File: src/verilog/module_gate_pkg.sv
/*
 * Constants for the peripheral clock-gating register bank: register indices,
 * implemented-bit masks, reset values and the enable vector layout.
 * Assumes a plain register port with a 2-bit word index and 16-bit data.
 */
package module_gate_pkg;

    localparam int ADDR_W = 2;
    localparam int DATA_W = 16;
    localparam int NUM_PERIPH = 27;

    // Register indices
    localparam logic [ADDR_W-1:0] GATE_CTRL_1_IDX = 2'h0;
    localparam logic [ADDR_W-1:0] GATE_CTRL_2_IDX = 2'h1;
    localparam logic [ADDR_W-1:0] GATE_CTRL_3_IDX = 2'h2;
    localparam logic [ADDR_W-1:0] GATE_CTRL_4_IDX = 2'h3;

    // Writable bits of each register; the rest hold zero
    localparam logic [DATA_W-1:0] GATE_CTRL_1_MASK = 16'hFEFB;
    localparam logic [DATA_W-1:0] GATE_CTRL_2_MASK = 16'h0F0F;
    localparam logic [DATA_W-1:0] GATE_CTRL_3_MASK = 16'h0422;
    localparam logic [DATA_W-1:0] GATE_CTRL_4_MASK = 16'h0008;

    localparam logic [DATA_W-1:0] GATE_CTRL_RESET = 16'h0000;

    // Field positions, register 1
    localparam int TIMER5_OFF_BIT = 15;
    localparam int TIMER4_OFF_BIT = 14;
    localparam int TIMER3_OFF_BIT = 13;
    localparam int TIMER2_OFF_BIT = 12;
    localparam int TIMER1_OFF_BIT = 11;
    localparam int QUAD_DECODER1_OFF_BIT = 10;
    localparam int PWM_UNIT_OFF_BIT = 9;
    localparam int I2C_PORT1_OFF_BIT = 7;
    localparam int UART_PORT2_OFF_BIT = 6;
    localparam int UART_PORT1_OFF_BIT = 5;
    localparam int SPI_PORT2_OFF_BIT = 4;
    localparam int SPI_PORT1_OFF_BIT = 3;
    localparam int CAN_UNIT_OFF_BIT = 1;
    localparam int ADC_UNIT_OFF_BIT = 0;
    // Register 2
    localparam int CAPTURE4_OFF_BIT = 11;
    localparam int CAPTURE3_OFF_BIT = 10;
    localparam int CAPTURE2_OFF_BIT = 9;
    localparam int CAPTURE1_OFF_BIT = 8;
    localparam int COMPARE4_OFF_BIT = 3;
    localparam int COMPARE3_OFF_BIT = 2;
    localparam int COMPARE2_OFF_BIT = 1;
    localparam int COMPARE1_OFF_BIT = 0;
    // Register 3
    localparam int COMPARATOR_UNIT_OFF_BIT = 10;
    localparam int QUAD_DECODER2_OFF_BIT = 5;
    localparam int I2C_PORT2_OFF_BIT = 1;
    // Register 4
    localparam int REF_CLOCK_GEN_OFF_BIT = 3;

    // Positions in the clock-enable vector
    localparam int EN_TIMER1 = 0;
    localparam int EN_TIMER2 = 1;
    localparam int EN_TIMER3 = 2;
    localparam int EN_TIMER4 = 3;
    localparam int EN_TIMER5 = 4;
    localparam int EN_QUAD_DECODER1 = 5;
    localparam int EN_PWM_UNIT = 6;
    localparam int EN_I2C_PORT1 = 7;
    localparam int EN_UART_PORT2 = 8;
    localparam int EN_UART_PORT1 = 9;
    localparam int EN_SPI_PORT2 = 10;
    localparam int EN_SPI_PORT1 = 11;
    localparam int EN_CAN_UNIT = 12;
    localparam int EN_ADC_UNIT = 13;
    localparam int EN_CAPTURE1 = 14;
    localparam int EN_CAPTURE2 = 15;
    localparam int EN_CAPTURE3 = 16;
    localparam int EN_CAPTURE4 = 17;
    localparam int EN_COMPARE1 = 18;
    localparam int EN_COMPARE2 = 19;
    localparam int EN_COMPARE3 = 20;
    localparam int EN_COMPARE4 = 21;
    localparam int EN_COMPARATOR_UNIT = 22;
    localparam int EN_QUAD_DECODER2 = 23;
    localparam int EN_I2C_PORT2 = 24;
    localparam int EN_REF_CLOCK_GEN = 25;
    localparam int EN_SPARE = 26;

    localparam logic [NUM_PERIPH-1:0] ALL_PRESENT = 27'h7FFFFFF;

endpackage

File: src/verilog/module_gate.sv
/*
 * Peripheral clock-gating register bank: four 16-bit disable registers, one
 * registered clock-enable per peripheral, and a per-peripheral access permit
 * that blocks register traffic to gated peripherals.
 * Assumes a single clock, a synchronous active-low reset and a register port
 * whose master never waits; read data are valid only in the cycle after the
 * read strobe.
 */
// The placing of the registers and the plain strobed port were chosen for this implementation.
// Summary of operation
// - A peripheral whose disable bit is 1 has all of its clocks stopped.
// - A disabled peripheral ignores register writes and its reads are not valid.
// - A peripheral runs only if its disable bit is 0 and it is present in this variant.
// - After reset every implemented disable bit is 0, so present peripherals run.
// - Setting a disable bit stops the peripheral one cycle after the write.
// - Clearing a disable bit restarts the peripheral one cycle after the write.
// - Register 1 bits 15..11 gate timers 5..1, bit 10 decoder 1, bit 9 the PWM unit; bit 8 is absent.
// - Register 1 bits 7,6,5,4,3,1,0 gate I2C 1, UART 2, UART 1, SPI 2, SPI 1, CAN and ADC; bit 2 is absent.
// - Register 2 bits 11..8 gate capture 4..1 and bits 3..0 gate compare 4..1.
// - Register 3 bit 10 gates the comparator unit, bit 5 decoder 2, bit 1 I2C port 2.
// - Register 4 bit 3 alone gates the reference clock generator.
// - Unimplemented bits ignore writes and read as zero.
`timescale 1ns/10ps

module module_gate
    import module_gate_pkg::*;
#(
    parameter logic [NUM_PERIPH-1:0] PRESENT = ALL_PRESENT
) (
    input  wire logic                  mclk,
    input  wire logic                  reset_n,
    input  wire logic [ADDR_W-1:0]     reg_addr,
    input  wire logic [DATA_W-1:0]     reg_wdata,
    input  wire logic                  reg_write,
    input  wire logic                  reg_read,
    output logic      [DATA_W-1:0]     reg_rdata,
    output logic      [NUM_PERIPH-1:0] periph_clk_en,
    output logic      [NUM_PERIPH-1:0] periph_access_en
);

    logic [DATA_W-1:0]     gate_ctrl_1_reg;
    logic [DATA_W-1:0]     gate_ctrl_2_reg;
    logic [DATA_W-1:0]     gate_ctrl_3_reg;
    logic [DATA_W-1:0]     gate_ctrl_4_reg;
    logic [NUM_PERIPH-1:0] off_vec;
    logic [NUM_PERIPH-1:0] run_next;

    // Register writes; masking keeps absent bits at zero
    always_ff @(posedge mclk) begin
        if (!reset_n) begin
            gate_ctrl_1_reg <= GATE_CTRL_RESET;
            gate_ctrl_2_reg <= GATE_CTRL_RESET;
            gate_ctrl_3_reg <= GATE_CTRL_RESET;
            gate_ctrl_4_reg <= GATE_CTRL_RESET;
        end else if (reg_write) begin
            case (reg_addr)
                GATE_CTRL_1_IDX: gate_ctrl_1_reg <= reg_wdata & GATE_CTRL_1_MASK;
                GATE_CTRL_2_IDX: gate_ctrl_2_reg <= reg_wdata & GATE_CTRL_2_MASK;
                GATE_CTRL_3_IDX: gate_ctrl_3_reg <= reg_wdata & GATE_CTRL_3_MASK;
                GATE_CTRL_4_IDX: gate_ctrl_4_reg <= reg_wdata & GATE_CTRL_4_MASK;
                default: ;
            endcase
        end
    end

    // Read data stand only in the cycle after the strobe
    always_ff @(posedge mclk) begin
        if (!reset_n) begin
            reg_rdata <= GATE_CTRL_RESET;
        end else if (reg_read) begin
            case (reg_addr)
                GATE_CTRL_1_IDX: reg_rdata <= gate_ctrl_1_reg;
                GATE_CTRL_2_IDX: reg_rdata <= gate_ctrl_2_reg;
                GATE_CTRL_3_IDX: reg_rdata <= gate_ctrl_3_reg;
                GATE_CTRL_4_IDX: reg_rdata <= gate_ctrl_4_reg;
                default:         reg_rdata <= GATE_CTRL_RESET;
            endcase
        end else begin
            reg_rdata <= GATE_CTRL_RESET;
        end
    end

    // Map register fields onto the enable vector
    always_comb begin
        off_vec = '0;
        off_vec[EN_TIMER5]          = gate_ctrl_1_reg[TIMER5_OFF_BIT];
        off_vec[EN_TIMER4]          = gate_ctrl_1_reg[TIMER4_OFF_BIT];
        off_vec[EN_TIMER3]          = gate_ctrl_1_reg[TIMER3_OFF_BIT];
        off_vec[EN_TIMER2]          = gate_ctrl_1_reg[TIMER2_OFF_BIT];
        off_vec[EN_TIMER1]          = gate_ctrl_1_reg[TIMER1_OFF_BIT];
        off_vec[EN_QUAD_DECODER1]   = gate_ctrl_1_reg[QUAD_DECODER1_OFF_BIT];
        off_vec[EN_PWM_UNIT]        = gate_ctrl_1_reg[PWM_UNIT_OFF_BIT];
        off_vec[EN_I2C_PORT1]       = gate_ctrl_1_reg[I2C_PORT1_OFF_BIT];
        off_vec[EN_UART_PORT2]      = gate_ctrl_1_reg[UART_PORT2_OFF_BIT];
        off_vec[EN_UART_PORT1]      = gate_ctrl_1_reg[UART_PORT1_OFF_BIT];
        off_vec[EN_SPI_PORT2]       = gate_ctrl_1_reg[SPI_PORT2_OFF_BIT];
        off_vec[EN_SPI_PORT1]       = gate_ctrl_1_reg[SPI_PORT1_OFF_BIT];
        off_vec[EN_CAN_UNIT]        = gate_ctrl_1_reg[CAN_UNIT_OFF_BIT];
        off_vec[EN_ADC_UNIT]        = gate_ctrl_1_reg[ADC_UNIT_OFF_BIT];
        off_vec[EN_CAPTURE4]        = gate_ctrl_2_reg[CAPTURE4_OFF_BIT];
        off_vec[EN_CAPTURE3]        = gate_ctrl_2_reg[CAPTURE3_OFF_BIT];
        off_vec[EN_CAPTURE2]        = gate_ctrl_2_reg[CAPTURE2_OFF_BIT];
        off_vec[EN_CAPTURE1]        = gate_ctrl_2_reg[CAPTURE1_OFF_BIT];
        off_vec[EN_COMPARE4]        = gate_ctrl_2_reg[COMPARE4_OFF_BIT];
        off_vec[EN_COMPARE3]        = gate_ctrl_2_reg[COMPARE3_OFF_BIT];
        off_vec[EN_COMPARE2]        = gate_ctrl_2_reg[COMPARE2_OFF_BIT];
        off_vec[EN_COMPARE1]        = gate_ctrl_2_reg[COMPARE1_OFF_BIT];
        off_vec[EN_COMPARATOR_UNIT] = gate_ctrl_3_reg[COMPARATOR_UNIT_OFF_BIT];
        off_vec[EN_QUAD_DECODER2]   = gate_ctrl_3_reg[QUAD_DECODER2_OFF_BIT];
        off_vec[EN_I2C_PORT2]       = gate_ctrl_3_reg[I2C_PORT2_OFF_BIT];
        off_vec[EN_REF_CLOCK_GEN]   = gate_ctrl_4_reg[REF_CLOCK_GEN_OFF_BIT];
        // Spare slot has no control bit, so it follows presence alone
        off_vec[EN_SPARE]           = 1'b0;
        run_next = ~off_vec & PRESENT;
    end

    // One stage per peripheral, one flop after the register: a write takes effect one cycle later
    // Enable and access permit load together, so a gated peripheral never accepts writes
    gate_stage timer1_stage_u (
        .mclk      (mclk),
        .reset_n   (reset_n),
        .run       (run_next[EN_TIMER1]),
        .clk_en    (periph_clk_en[EN_TIMER1]),
        .access_en (periph_access_en[EN_TIMER1])
    );
    gate_stage timer2_stage_u (
        .mclk      (mclk),
        .reset_n   (reset_n),
        .run       (run_next[EN_TIMER2]),
        .clk_en    (periph_clk_en[EN_TIMER2]),
        .access_en (periph_access_en[EN_TIMER2])
    );
    gate_stage timer3_stage_u (
        .mclk      (mclk),
        .reset_n   (reset_n),
        .run       (run_next[EN_TIMER3]),
        .clk_en    (periph_clk_en[EN_TIMER3]),
        .access_en (periph_access_en[EN_TIMER3])
    );
    gate_stage timer4_stage_u (
        .mclk      (mclk),
        .reset_n   (reset_n),
        .run       (run_next[EN_TIMER4]),
        .clk_en    (periph_clk_en[EN_TIMER4]),
        .access_en (periph_access_en[EN_TIMER4])
    );
    gate_stage timer5_stage_u (
        .mclk      (mclk),
        .reset_n   (reset_n),
        .run       (run_next[EN_TIMER5]),
        .clk_en    (periph_clk_en[EN_TIMER5]),
        .access_en (periph_access_en[EN_TIMER5])
    );
    gate_stage quad_decoder1_stage_u (
        .mclk      (mclk),
        .reset_n   (reset_n),
        .run       (run_next[EN_QUAD_DECODER1]),
        .clk_en    (periph_clk_en[EN_QUAD_DECODER1]),
        .access_en (periph_access_en[EN_QUAD_DECODER1])
    );
    gate_stage pwm_unit_stage_u (
        .mclk      (mclk),
        .reset_n   (reset_n),
        .run       (run_next[EN_PWM_UNIT]),
        .clk_en    (periph_clk_en[EN_PWM_UNIT]),
        .access_en (periph_access_en[EN_PWM_UNIT])
    );
    gate_stage i2c_port1_stage_u (
        .mclk      (mclk),
        .reset_n   (reset_n),
        .run       (run_next[EN_I2C_PORT1]),
        .clk_en    (periph_clk_en[EN_I2C_PORT1]),
        .access_en (periph_access_en[EN_I2C_PORT1])
    );
    gate_stage uart_port2_stage_u (
        .mclk      (mclk),
        .reset_n   (reset_n),
        .run       (run_next[EN_UART_PORT2]),
        .clk_en    (periph_clk_en[EN_UART_PORT2]),
        .access_en (periph_access_en[EN_UART_PORT2])
    );
    gate_stage uart_port1_stage_u (
        .mclk      (mclk),
        .reset_n   (reset_n),
        .run       (run_next[EN_UART_PORT1]),
        .clk_en    (periph_clk_en[EN_UART_PORT1]),
        .access_en (periph_access_en[EN_UART_PORT1])
    );
    gate_stage spi_port2_stage_u (
        .mclk      (mclk),
        .reset_n   (reset_n),
        .run       (run_next[EN_SPI_PORT2]),
        .clk_en    (periph_clk_en[EN_SPI_PORT2]),
        .access_en (periph_access_en[EN_SPI_PORT2])
    );
    gate_stage spi_port1_stage_u (
        .mclk      (mclk),
        .reset_n   (reset_n),
        .run       (run_next[EN_SPI_PORT1]),
        .clk_en    (periph_clk_en[EN_SPI_PORT1]),
        .access_en (periph_access_en[EN_SPI_PORT1])
    );
    gate_stage can_unit_stage_u (
        .mclk      (mclk),
        .reset_n   (reset_n),
        .run       (run_next[EN_CAN_UNIT]),
        .clk_en    (periph_clk_en[EN_CAN_UNIT]),
        .access_en (periph_access_en[EN_CAN_UNIT])
    );
    gate_stage adc_unit_stage_u (
        .mclk      (mclk),
        .reset_n   (reset_n),
        .run       (run_next[EN_ADC_UNIT]),
        .clk_en    (periph_clk_en[EN_ADC_UNIT]),
        .access_en (periph_access_en[EN_ADC_UNIT])
    );
    gate_stage capture1_stage_u (
        .mclk      (mclk),
        .reset_n   (reset_n),
        .run       (run_next[EN_CAPTURE1]),
        .clk_en    (periph_clk_en[EN_CAPTURE1]),
        .access_en (periph_access_en[EN_CAPTURE1])
    );
    gate_stage capture2_stage_u (
        .mclk      (mclk),
        .reset_n   (reset_n),
        .run       (run_next[EN_CAPTURE2]),
        .clk_en    (periph_clk_en[EN_CAPTURE2]),
        .access_en (periph_access_en[EN_CAPTURE2])
    );
    gate_stage capture3_stage_u (
        .mclk      (mclk),
        .reset_n   (reset_n),
        .run       (run_next[EN_CAPTURE3]),
        .clk_en    (periph_clk_en[EN_CAPTURE3]),
        .access_en (periph_access_en[EN_CAPTURE3])
    );
    gate_stage capture4_stage_u (
        .mclk      (mclk),
        .reset_n   (reset_n),
        .run       (run_next[EN_CAPTURE4]),
        .clk_en    (periph_clk_en[EN_CAPTURE4]),
        .access_en (periph_access_en[EN_CAPTURE4])
    );
    gate_stage compare1_stage_u (
        .mclk      (mclk),
        .reset_n   (reset_n),
        .run       (run_next[EN_COMPARE1]),
        .clk_en    (periph_clk_en[EN_COMPARE1]),
        .access_en (periph_access_en[EN_COMPARE1])
    );
    gate_stage compare2_stage_u (
        .mclk      (mclk),
        .reset_n   (reset_n),
        .run       (run_next[EN_COMPARE2]),
        .clk_en    (periph_clk_en[EN_COMPARE2]),
        .access_en (periph_access_en[EN_COMPARE2])
    );
    gate_stage compare3_stage_u (
        .mclk      (mclk),
        .reset_n   (reset_n),
        .run       (run_next[EN_COMPARE3]),
        .clk_en    (periph_clk_en[EN_COMPARE3]),
        .access_en (periph_access_en[EN_COMPARE3])
    );
    gate_stage compare4_stage_u (
        .mclk      (mclk),
        .reset_n   (reset_n),
        .run       (run_next[EN_COMPARE4]),
        .clk_en    (periph_clk_en[EN_COMPARE4]),
        .access_en (periph_access_en[EN_COMPARE4])
    );
    gate_stage comparator_unit_stage_u (
        .mclk      (mclk),
        .reset_n   (reset_n),
        .run       (run_next[EN_COMPARATOR_UNIT]),
        .clk_en    (periph_clk_en[EN_COMPARATOR_UNIT]),
        .access_en (periph_access_en[EN_COMPARATOR_UNIT])
    );
    gate_stage quad_decoder2_stage_u (
        .mclk      (mclk),
        .reset_n   (reset_n),
        .run       (run_next[EN_QUAD_DECODER2]),
        .clk_en    (periph_clk_en[EN_QUAD_DECODER2]),
        .access_en (periph_access_en[EN_QUAD_DECODER2])
    );
    gate_stage i2c_port2_stage_u (
        .mclk      (mclk),
        .reset_n   (reset_n),
        .run       (run_next[EN_I2C_PORT2]),
        .clk_en    (periph_clk_en[EN_I2C_PORT2]),
        .access_en (periph_access_en[EN_I2C_PORT2])
    );
    gate_stage ref_clock_gen_stage_u (
        .mclk      (mclk),
        .reset_n   (reset_n),
        .run       (run_next[EN_REF_CLOCK_GEN]),
        .clk_en    (periph_clk_en[EN_REF_CLOCK_GEN]),
        .access_en (periph_access_en[EN_REF_CLOCK_GEN])
    );
    gate_stage spare_stage_u (
        .mclk      (mclk),
        .reset_n   (reset_n),
        .run       (run_next[EN_SPARE]),
        .clk_en    (periph_clk_en[EN_SPARE]),
        .access_en (periph_access_en[EN_SPARE])
    );

endmodule

// One peripheral's gate: clock enable and access permit, both from flops
module gate_stage (
    input  wire logic mclk,
    input  wire logic reset_n,
    input  wire logic run,
    output logic      clk_en,
    output logic      access_en
);

    always_ff @(posedge mclk) begin
        if (!reset_n) begin
            clk_en <= 1'h0;
        end else begin
            clk_en <= run;
        end
    end

    always_ff @(posedge mclk) begin
        if (!reset_n) begin
            access_en <= 1'h0;
        end else begin
            access_en <= run;
        end
    end

endmodule

File: config.mk
export PLATFORM = sky130hd
export DESIGN_NAME = module_gate
export DESIGN_NICKNAME = d
export VERILOG_FILES = /design/src/verilog/module_gate_pkg.sv /design/src/verilog/module_gate.sv
export SDC_FILE = /design/constraint.sdc
export NUM_CORES = 1
export LEC_CHECK = 0
export CAP_MARGIN = 20
export CORE_AREA = 8 8 80 82
export CTS_CLUSTER_SIZE = 24
export DETAILED_ROUTE_END_ITERATION = 16
export DIE_AREA = 0 0 88 90
export DONT_BUFFER_PORTS = 1
export PLACE_DENSITY = 0.69
export SLEW_MARGIN = 10
export SYNTH_ARGS = -nofsm -noshare
export SYNTH_HDL_FRONTEND = slang
export SYNTH_SLANG_ARGS = --single-unit
File: constraint.sdc
create_clock -name mclk -period 1.3 [get_ports mclk]
set_clock_uncertainty 0.05 [all_clocks]
set_input_delay 0.065 -clock mclk [delete_from_list [all_inputs] [get_ports mclk]]
set_output_delay 0.065 -clock mclk [all_outputs]
set_load 0.03 [all_outputs]
## Word-level counts from Yosys, hierarchy flattened

Cells that the tools add are included.

- Register bits after elaboration: 69
- Bits of input ports: 22
- Output and inout bits: 70
- Word-level logic and storage cells: 43

- Equal/unequal tests: 3
- Muxes and demuxes: 1
- Bitwise operators: 1
- Reduce and logical (&&, ||, !) cells: 6

Operators by type and width:

| kind | number |
|---|---|
| case mux 16 bit (4 select lines) | 1 |
| inverter 26 -> 27 bit | 1 |
| AND reduction 2 bit | 5 |
| == test 2 bit, second input constant | 2 |
| == test 2 x 1 -> 1 bit, second input constant | 1 |
| zero test 2 bit | 1 |

## Longest topological paths before layout

Gate-level depths: netlist (run 1).

- Depth in word-level cells: 2
- Mapped depth: 4
- Depth with buffers taken out: 2

## Cells and area by module

Synthesis (run 1) repeated with hierarchy kept, for this count alone.

- Cells, all modules: 262
- Area total of the unflattened synthesis: 2602.5 µm²

By module, submodules not included:

| module | instances | cells each | area each (µm²) | seq. area each (µm²) |
|---|---|---|---|---|
| module_gate | 1 | 181 | 1690.4 | 840.8 |
| gate_stage | 27 | 3 | 33.8 | 20.0 |

## Least setup slack after synthesis (run 1)

No wires, ideal clock.

- Path kind: input-to-reg
- Start: in reg_addr[0]
- End: reg gate_ctrl_1_reg[0]
- Library setup time: 0.072 ns
- Data arrival time: 0.890 ns
- Required time: 1.178 ns
- Slack: 0.289 ns
- Cell stages on the path: 4
- Path buffers: 2
- Cells stage by stage: buf_2 > nor3b_4 > buf_8 > mux2i_1

- Word-level cells in the longest chain between the ends: 2

Ends and longest elaborated chain:

| what | RTL line | text |
|---|---|---|
| start: declaration | module_gate.sv:32 | `input wire logic [ADDR_W-1:0] reg_addr,` |
| zero test 2 bit | module_gate.sv:56 | `case (reg_addr)` |
| AND reduction 2 bit (no source line) | -- |  |
| end signal: assignment | module_gate.sv:57 | `GATE_CTRL_1_IDX: gate_ctrl_1_reg <= reg_wdata & GATE_CTRL_1_MASK;` |
| end: declaration | module_gate.sv:41 | `logic [DATA_W-1:0] gate_ctrl_1_reg;` |

Every way passes these cells.
A chain may end at the register's enable or synchronous reset.

## Worst setup path in the final report (run 1)

- Start: in reg_addr[1]
- End: reg gate_ctrl_1_reg[13]

The elaborated chain is that of the path after synthesis.

==> results of run 1 <==
[final cells by class]
cell class | count | area [um2] | share of cell area [%]
clock buffer | 14 | 173 | 5.83
clock inverter | 1 | 5.00 | 0.169
inverter | 1 | 3.75 | 0.127
multi-input combinational | 128 | 846 | 28.6
sequential | 69 | 1380 | 46.6
tap | 72 | 90.1 | 3.04
timing repair buffer | 47 | 463 | 15.6
[per-stage QoR]
| step | worst slack, ns | power, mW | hold slack, ns |
|---|---|---|---|
| 4_1_cts | 0.0239 | 4.39 | 0.00897 |
| 2_1_floorplan | 0.289 | 2.83 | 0.0427 |
| 3_5_place_dp | 0.360 | 2.72 | 0.0461 |
| 6_report | 0.0780 | 4.33 | 0.0139 |
| 3_3_place_gp | 0.390 | 2.71 | 0.0465 |
| 5_1_grt | 0.0138 | 4.53 | 0.0214 |
[critical path, stage by stage]
cell	delay (ns)
dlygate4sd3_1	0.66
nor3b_4	0.31
buf_12	0.20
mux2i_1	0.19
[synthesized netlist by cell type]
cell      instances
a32o_1            2
and2_1            8
and3_1            2
and3b_2           2
and4bb_2          1
buf_2             4
buf_4            55
buf_6             1
buf_8             1
clkbuf_1          6
dfxtp_1          69
inv_1             1
mux2_2            2
mux2i_1          31
nand2_1          44
nand3_1           1
nand3b_1          2
nor2_1            3
nor2b_1          27
nor3_1            1
nor3b_4           1
o32ai_1           1
[how the worst min path moves through the flow]
stage | slack [ns] | startpoint | endpoint | cells past startpoint
6_report | 0.01 | reg_addr[0] | gate_ctrl_3_reg[1]$_SDFFE_PN0P_ | 2
5_1_grt | 0.02 | reg_addr[0] | reg_rdata[1]$_SDFF_PN0_ | 2
4_1_cts | 0.009 | reg_addr[0] | gate_ctrl_3_reg[10]$_SDFFE_PN0P_ | 2
3_5_place_dp | 0.05 | reset_n | spare_stage_u.clk_en$_SDFF_PN0_ | 0
3_3_place_gp | 0.05 | reset_n | spare_stage_u.clk_en$_SDFF_PN0_ | 0
2_1_floorplan | 0.04 | reset_n | spare_stage_u.clk_en$_SDFF_PN0_ | 0
[power by group]
part | internal [mW] | switching, mW | leakage [nW]
Clock | 0.837 | 0.709 | 0.0926
Sequential | 2.20 | 0.167 | 0.568
Combinational | 0.177 | 0.235 | 0.568
[routing by layer]
layer | vias to the layer above | wire length (um)
met1 | 720 | 2020
met3 | 8 | 465
met2 | 52 | 2380
met5 | - | 0
met4 | 0 | 77
li1 | 771 | -
[timing repair]
| action | CTS | global route |
|---|---|---|
| endpoints found under the setup margin | 0 | 4 |
| endpoints found under the hold margin | 62 | 0 |
| hold buffers | 32 | 0 |
| resized for setup | 0 | 2 |
[logic make-up after synthesis]
logic type,after synthesis
buffers and inverters,68
and+or+nand+nor,92
muxes,33
AOI/OAI and AO/OA,3
DFF,69
==> impl.org, run 1 <==
** Worst setup path
- Register-to-Register Path Depth :: 3
- The worst register-to-register path begins at gate_ctrl_2_reg[0]$_SDFFE_PN0P_.
- The worst register-to-register path has a setup slack of 0.09 ns.
- In this run the worst setup path terminates at gate_ctrl_1_reg[13]$_SDFFE_PN0P_.
- Req. time, crit path :: 1.51 ns
- By startpoint and endpoint, the worst setup path is classified as input pin to register.
- The worst setup path is captured at a register.
- CP Launch Point :: reg_addr[1]
- STA classifies the critical path startpoint as an input pin.
- At the worst endpoint, the arrival time is 1.43 ns.
- Largest fanout of any net on the critical path :: 11
- End of the worst register-to-register path :: reg_rdata[0]$_SDFF_PN0_

** Clock network
- The tree built by TritonCTS fans out to 69 sinks.
- Number of buffers created by CTS :: 9
- After clock tree synthesis, the clock-pin slew on the worst setup and hold paths is 0.07 ns.
- At the later pin of the worst-skew pair, clock insertion delay measures 0.33 ns.
- Maximum clock insertion buffer count :: 2
- CTS built an H-tree with a depth of 3.
- TritonCTS clock tree :: built
- Clock tree synthesis selected as its root buffer the cell clkbuf_8.
- In this run the post-CTS setup repair buffer count came out at 0.

** Power
- Max VDD drop :: 0.000780 V
- For this design the ratio of total power to cell area is 1460 mW/mm2.
- Leakage Power :: 1.23 nW

** STA
- The final-report max-slew violation count is 0.
- Shortest clock period the worst path allows after layout :: 1.22 ns
- Tightest slew margin relative to the limit :: 60.4%
- Setup violations remaining at the end of the flow were counted as 0.
- Derived from the worst setup path, the maximum achievable clock frequency is 818 MHz.
- In the finished design, the share of the clock period the worst path needs comes to 94.0%.
- RSZ-0062 raised after global routing :: no
- Adding up every negative setup slack in the final design gives 0 ns.
- Transition time at the pin with the least slew margin :: 0.593 ns
- The number of failing hold endpoints at the final stage is 0.

** Worst hold path
- The path class of the tightest hold or removal check is input pin to register.

** Logic synthesis
- Cell type with the highest aggregate area in the netlist :: dfxtp_1
- Measured against the total synthesized area, the mux share comes to 12.3%.
- Area share of the largest cell type after synthesis :: 50.9%
- Xor/xnor cell area share of the yosys netlist :: 0%
- Averaged over all synthesized cells, the footprint is 10.2 um2.
- Post-synthesis simple-gate area fraction :: 17.9%
- Synth area leaders :: dfxtp_1, buf_4, mux2i_1
- Number of standard cells after synthesis :: 265
- Yosys mapped the design onto 22 distinct sky130hd cell types.
- Number of warnings printed during yosys synthesis :: 0
- FF+latch count, synth :: 69
- Of the total synthesized cell area, the portion taken by full adders, half adders and majority gates is 0%.
- Synthesis produced a netlist with a net count of 287.
- Compound-Gate Fraction of Synth Area :: 1.06%
- Largest family of logic cells by synthesized area :: buffers and inverters
- Sequential area share after synthesis :: 50.9%
- Summing every instance area after synthesis gives 0.00271 mm2.

** Die
- Die Width :: 88 um
- Core area :: 0.00524 mm2
- In this run the count of I/O pins placed on the die edge is 92.
- Row count :: 27
- For this configuration, the core starts out at a cell density of 51.8%.
- Area of the die :: 0.00792 mm2
- Measured along the y axis, the die boundary spans 90 um.

** Final layout
- The register with the most flip-flops in the layout has 16 of them.
- The filler cells instantiated in the layout total 461.
- Leaving out fill and tap cells, the most frequent cell in the layout is dfxtp_1.
- With fillers left out, the area of the finished cells amounts to 0.00296 mm2.
- After the flow finishes, the layout carries non-filler instances totaling 332.
- The repair_antennas step left the layout with diodes totalling 0.
- The area growth from synthesis to layout is 9.18%.
- Highest-count cells in the layout ignoring fill and taps :: dfxtp_1, nand2_1, mux2i_1, dlygate4sd3_1, nor2b_1
- Of the cells placed in the final design, the portion with a size suffix greater than 1 is 13.5%.
- At the end of the flow, the number of nets in the layout was 278.
- Measured on the finished design, the core utilization comes to 56.6%.

** Global route
- Global routing met2 resource utilization :: 20.0%
- Global Route met1 Usage :: 14.9%
- Pin count of the biggest net entering global routing :: 67
- In the global route stage, overall resource usage came out at 13.2%.
- The number of antenna violations at the first check in global routing came to 0.
- The via count of the first global-routing pass is 1614.
- Global routing met3 resource utilization :: 6.73%
- The first global-routing pass estimated 7990 um of wire.
- The layer flagged by global routing as most heavily used is met2.
- Global routing finished with a remaining overflow of 0.

** Route
- Summing over every cut layer, the via total after detailed routing is 1551.
- The detail route stage leaves a number of antenna-violating nets equal to 0.
- Via-to-Cell Ratio :: 4.67
- In this run, the number of DRC markers left after iteration 0 of detailed routing was 97.
- The first detailed-routing pass took 4 iterations.
- After detailed routing, the total wire length is 4940 um.
- For this run, design rule violations remaining after detail routing come to 0.
- In the final routed layout, each cell accounts on average for 14.9 um.

** Placed design
- Buffers on Ports :: 0
- The congestion estimate from routability-driven global placement came to 0.743.
- Counting tap cells, the placed design contains a total of 285 instances.
- Once detailed placement completed, the half-perimeter wirelength came to 3020 um.
- Cell area reported after detailed placement :: 0.00245 mm2

** Flow run
- The tool flagged a number of max-cap violations equal to 0.

** Run status
- The run finished with clean final reports.
(Power assumes the default switching activity.)
==> run 2, diff against run 1 <==
--- a/config.mk
+++ b/config.mk
@@ -6,12 +6,14 @@
 export NUM_CORES = 1
 export LEC_CHECK = 0
 export CAP_MARGIN = 20
-export CORE_AREA = 8 8 80 82
+export CELL_PAD_IN_SITES_DETAIL_PLACEMENT = 1
+export CELL_PAD_IN_SITES_GLOBAL_PLACEMENT = 1
+export CORE_AREA = 8 8 86 88
 export CTS_CLUSTER_SIZE = 24
 export DETAILED_ROUTE_END_ITERATION = 16
-export DIE_AREA = 0 0 88 90
+export DIE_AREA = 0 0 94 96
 export DONT_BUFFER_PORTS = 1
-export PLACE_DENSITY = 0.69
+export PLACE_DENSITY = 0.77
 export SLEW_MARGIN = 10
 export SYNTH_ARGS = -nofsm -noshare
 export SYNTH_HDL_FRONTEND = slang
==> impl.org, run 2 (synthesized netlist as in run 1, its figures left out) <==
** Run status
- Status: finished, final reports clean (unchanged).

** Flow run
- Max Cap Violations :: 0 (unchanged)

** Final layout
- The total of fill cells in the finished design was 658 (was 461).
- Largest register FFs :: 16 (unchanged)
- Non-filler cells in the finished layout :: 343 (was 332)
- Growth of design area from synthesis to finish :: 11.3% (was 9.18%)
- Number of nets in the finished design :: 284 (was 278)
- The fraction of layout instances using a drive strength above 1 came to 14.7% (was 13.5%).
- Highest-count cells in the layout ignoring fill and taps: dfxtp_1, nand2_1, dlygate4sd3_1, mux2i_1, nor2b_1 (was dfxtp_1, nand2_1, mux2i_1, dlygate4sd3_1, nor2b_1).
- Number of inserted diodes :: 0 (unchanged)
- The most common cell after layout, fill and taps aside is dfxtp_1 (unchanged).
- Area occupied by multi-input gates :: 846 um2 (unchanged)
- The footprint of the flip-flops and latches was 0.00138 mm2 (unchanged).

** Global route
- The global routing usage on met3 came to 5.38% (was 6.73%).
- GR Util All Layers :: 13.6% (was 13.2%)
- Number of antenna violations at the first check in global routing :: 0 (unchanged)
- Vias in the first global route :: 1829 (was 1614)
- The fraction of met2 tracks used by global routing came to 24.3% (was 20.0%).
- Pin count of the biggest net entering global routing :: 67 (unchanged)
- Aggregate global routing overflow :: 0 (unchanged)
- Global Route met1 Usage :: 12.9% (was 14.9%)
- The busiest layer in global routing is met2 (unchanged).
- The first-pass GRT wire length was 9080 um (was 7990 um).

** Worst setup path
- Startpoint type of the worst setup path :: input pin (unchanged)
- Critical R2R Launch :: gate_ctrl_2_reg[9]$_SDFFE_PN0P_ (was gate_ctrl_2_reg[0]$_SDFFE_PN0P_)
- Maximum cell stage delay along the critical path :: 0.80 ns (was 0.66 ns)
- Register-to-Register Path Depth :: 3 (unchanged)
- Worst setup slack for register-to-register paths :: 0.08 ns (was 0.09 ns)
- The critical setup path kind is input pin to register (unchanged).
- Highest-delay cell along the critical path :: dlygate4sd3_1 (unchanged)
- Worst Setup EP :: reg_rdata[10]$_SDFF_PN0_ (was gate_ctrl_1_reg[13]$_SDFFE_PN0P_)
- The launching element of the worst setup path is reg_addr[0] (was reg_addr[1]).
- Largest fanout of any net on the critical path :: 10 (was 11)
- The count of cell instances traversed by the critical path is 3 (was 4).
- The critical path buffer and inverter count was 1 (was 2).
- Data arrival time of the critical path :: 1.45 ns (was 1.43 ns)
- The endpoint class of the critical path is a register (unchanged).
- End of the worst register-to-register path :: reg_rdata[9]$_SDFF_PN0_ (was reg_rdata[0]$_SDFF_PN0_)
- Critical-path cell list: dlygate4sd3_1 > mux2_2 > a32o_1 (was dlygate4sd3_1 > nor3b_4 > buf_12 > mux2i_1).
- Cell class contributing the biggest share of worst-path delay :: buffers and inverters (unchanged)
- Req. time, crit path :: 1.47 ns (was 1.51 ns)

** Power
- Proportion of power drawn by flip-flops and latches :: 53.3% (was 54.7%)
- Leakage Power :: 1.25 nW (was 1.23 nW)
- Power per standard cell area :: 1450 mW/mm2 (was 1460 mW/mm2)
- Sw Ratio :: 25.9% (was 25.7%)
- The worst supply voltage drop on vdd came to 0.000632 V (was 0.000780 V).
- The power share of the clock group is 35.7% (about the same).
- Internal power component :: 3.23 mW (was 3.22 mW)
- Switch Pwr :: 1.13 mW (was 1.11 mW)
- The portion of total power attributed to combinational logic came to 11.1% (was 9.5%).

** Placed design
- The weighted congestion at the end of routability-driven global placement is 0.679 (was 0.743).
- Half-perimeter wire length after detailed placement :: 3550 um (was 3020 um)
- The number of port buffers was 0 (unchanged).
- Count of placed standard cells including taps :: 294 (was 285)

** Worst hold path
- Number of cells on the worst hold path :: 2 (unchanged)
- The worst hold path class was input pin to register (unchanged).
- The hold path startpoint is reg_addr[1] (was reg_addr[0]).

** Clock network
- Number of buffers created by CTS :: 9 (unchanged)
- TritonCTS clock tree :: built (unchanged)
- The buffers inserted during post-CTS setup optimization came to 0 (unchanged).
- Post-CTS clock slew at the launch and capture registers of the worst setup and hold paths :: 0.07 ns (about the same)
- The library cell used as clock root buffer is clkbuf_8 (unchanged).
- Number of H-tree branching levels :: 3 (unchanged)
- The clock latency at the later pin of the worst-skew pair came to 0.33 ns (about the same).
- Number of clock sinks seen by CTS :: 69 (unchanged)
- Maximum clock insertion buffer count :: 2 (unchanged)

** STA
- Transition time at the pin with the least slew margin :: 0.585 ns (was 0.593 ns)
- The sum of negative setup slack came to 0 ns (unchanged).
- Final count of pins violating max slew :: 0 (unchanged)
- The headroom to the max-slew limit came to 61.0% (was 60.4%).
- The number of failing hold endpoints at the final stage is 0 (unchanged).
- The time the final worst path needs with I/O delays and setup came to 1.28 ns (was 1.22 ns).
- RSZ-0062 raised after global routing :: no (unchanged)
- The achievable clock frequency was 779 MHz (was 818 MHz).
- Final setup viols :: 0 (unchanged)
- The ratio of final minimum period to clock period was 98.8% (was 94.0%).

** Route
- Via count :: 1621 (was 1551)
- The number of antenna-violating nets in the routed design is 0 (unchanged).
- Routed len/inst :: 16.9 um (was 14.9 um)
- The average via count per standard cell came to 4.73 (was 4.67).
- The wire length reported by the detailed router was 5780 um (was 4940 um).
- The count of unresolved DRC violations after routing was 0 (unchanged).
- Initial DRC count :: 71 (was 97)
- The iteration count of the initial detailed-routing pass is 4 (unchanged).

** Die
- Number of placed I/O pins :: 92 (unchanged)
- Die Width :: 94 um (was 88 um)
- The floorplan core area came to 0.00610 mm2 (was 0.00524 mm2).
- Starting Density :: 44.5% (was 51.8%)
- The placement row count is 29 (was 27).
- The total die area came to 0.00902 mm2 (was 0.00792 mm2).
- The die height is 96 um (was 90 um).
## run 2: changes by cell type in the layout (fill, tap and decap cells not counted)
cell            delta
dlygate4sd3_1      +3
clkbuf_16          -1
buf_4              +4
dlymetal6s4s_1     -1
buf_16             +1
## run 2: worst reg2reg max path: stages (launching register included)
cell and delay [ns]:
dfxtp_1 0.33, mux2i_1 0.13, dlygate4sd3_1 0.56, nor2_1 0.04
## run 2: repair_timing
action | in CTS | in global routing
hold buffers | 34 | 1
resized for setup | 0 | 0
setup endpoints to repair | 0 | 1
hold endpoints to repair | 62 | 1
## run 2: worst min path at each step
stage                                           end  slack, ns
finish              gate_ctrl_3_reg[1]$_SDFFE_PN0P_       0.03
global route        gate_ctrl_1_reg[5]$_SDFFE_PN0P_      0.006
CTS                 gate_ctrl_1_reg[5]$_SDFFE_PN0P_      0.009
detailed placement  spare_stage_u.clk_en$_SDFF_PN0_       0.05
global placement    spare_stage_u.clk_en$_SDFF_PN0_       0.05
floorplan           spare_stage_u.clk_en$_SDFF_PN0_       0.04
## run 2: area by class of cell
cell class / count / area share (%)
inverters: 1 / 0.124
well taps: 77 / 3.19
clock buffers: 14 / 5.72
repair buffers: 53 / 17.0
multi-input cells: 128 / 28.0
clock inverters: 1 / 0.166
flip-flops and latches: 69 / 45.8
## run 2: power by group through the flow
stage          Sequential [mW]  Clock, mW  Combinational, mW
2_1_floorplan             2.29          0              0.542
3_3_place_gp              2.37          0              0.359
3_5_place_dp              2.37          0              0.368
4_1_cts                   2.33       1.62              0.487
5_1_grt                   2.34       1.73              0.519
6_report                  2.32       1.56              0.484
## run 2: per-layer routing
| metal | vias to the layer above | part of all wire [%] |
|---|---|---|
| met1 | 766 | 38 |
| li1 | 782 | - |
| met4 | 0 | 2.5 |
| met5 | - | 0 |
| met2 | 57 | 51 |
| met3 | 16 | 8.0 |
## run 2: per-stage QoR
| stage | util, % | total power [mW] | hold slack (ns) | setup slack (ns) | area (um2) |
|---|---|---|---|---|---|
| finish | 49.5 | 4.36 | 0.0265 | 0.0159 | 3020 |
| global route | 49.5 | 4.58 | 0.00627 | 0.00928 | 3020 |
| CTS | 49.5 | 4.43 | 0.00889 | 0.0343 | 3020 |
| detailed placement | 40.7 | 2.74 | 0.0476 | 0.345 | 2480 |
| global placement | 40.7 | 2.73 | 0.0473 | 0.388 | 2480 |
| floorplan | - | 2.83 | 0.0427 | 0.289 | 2710 |
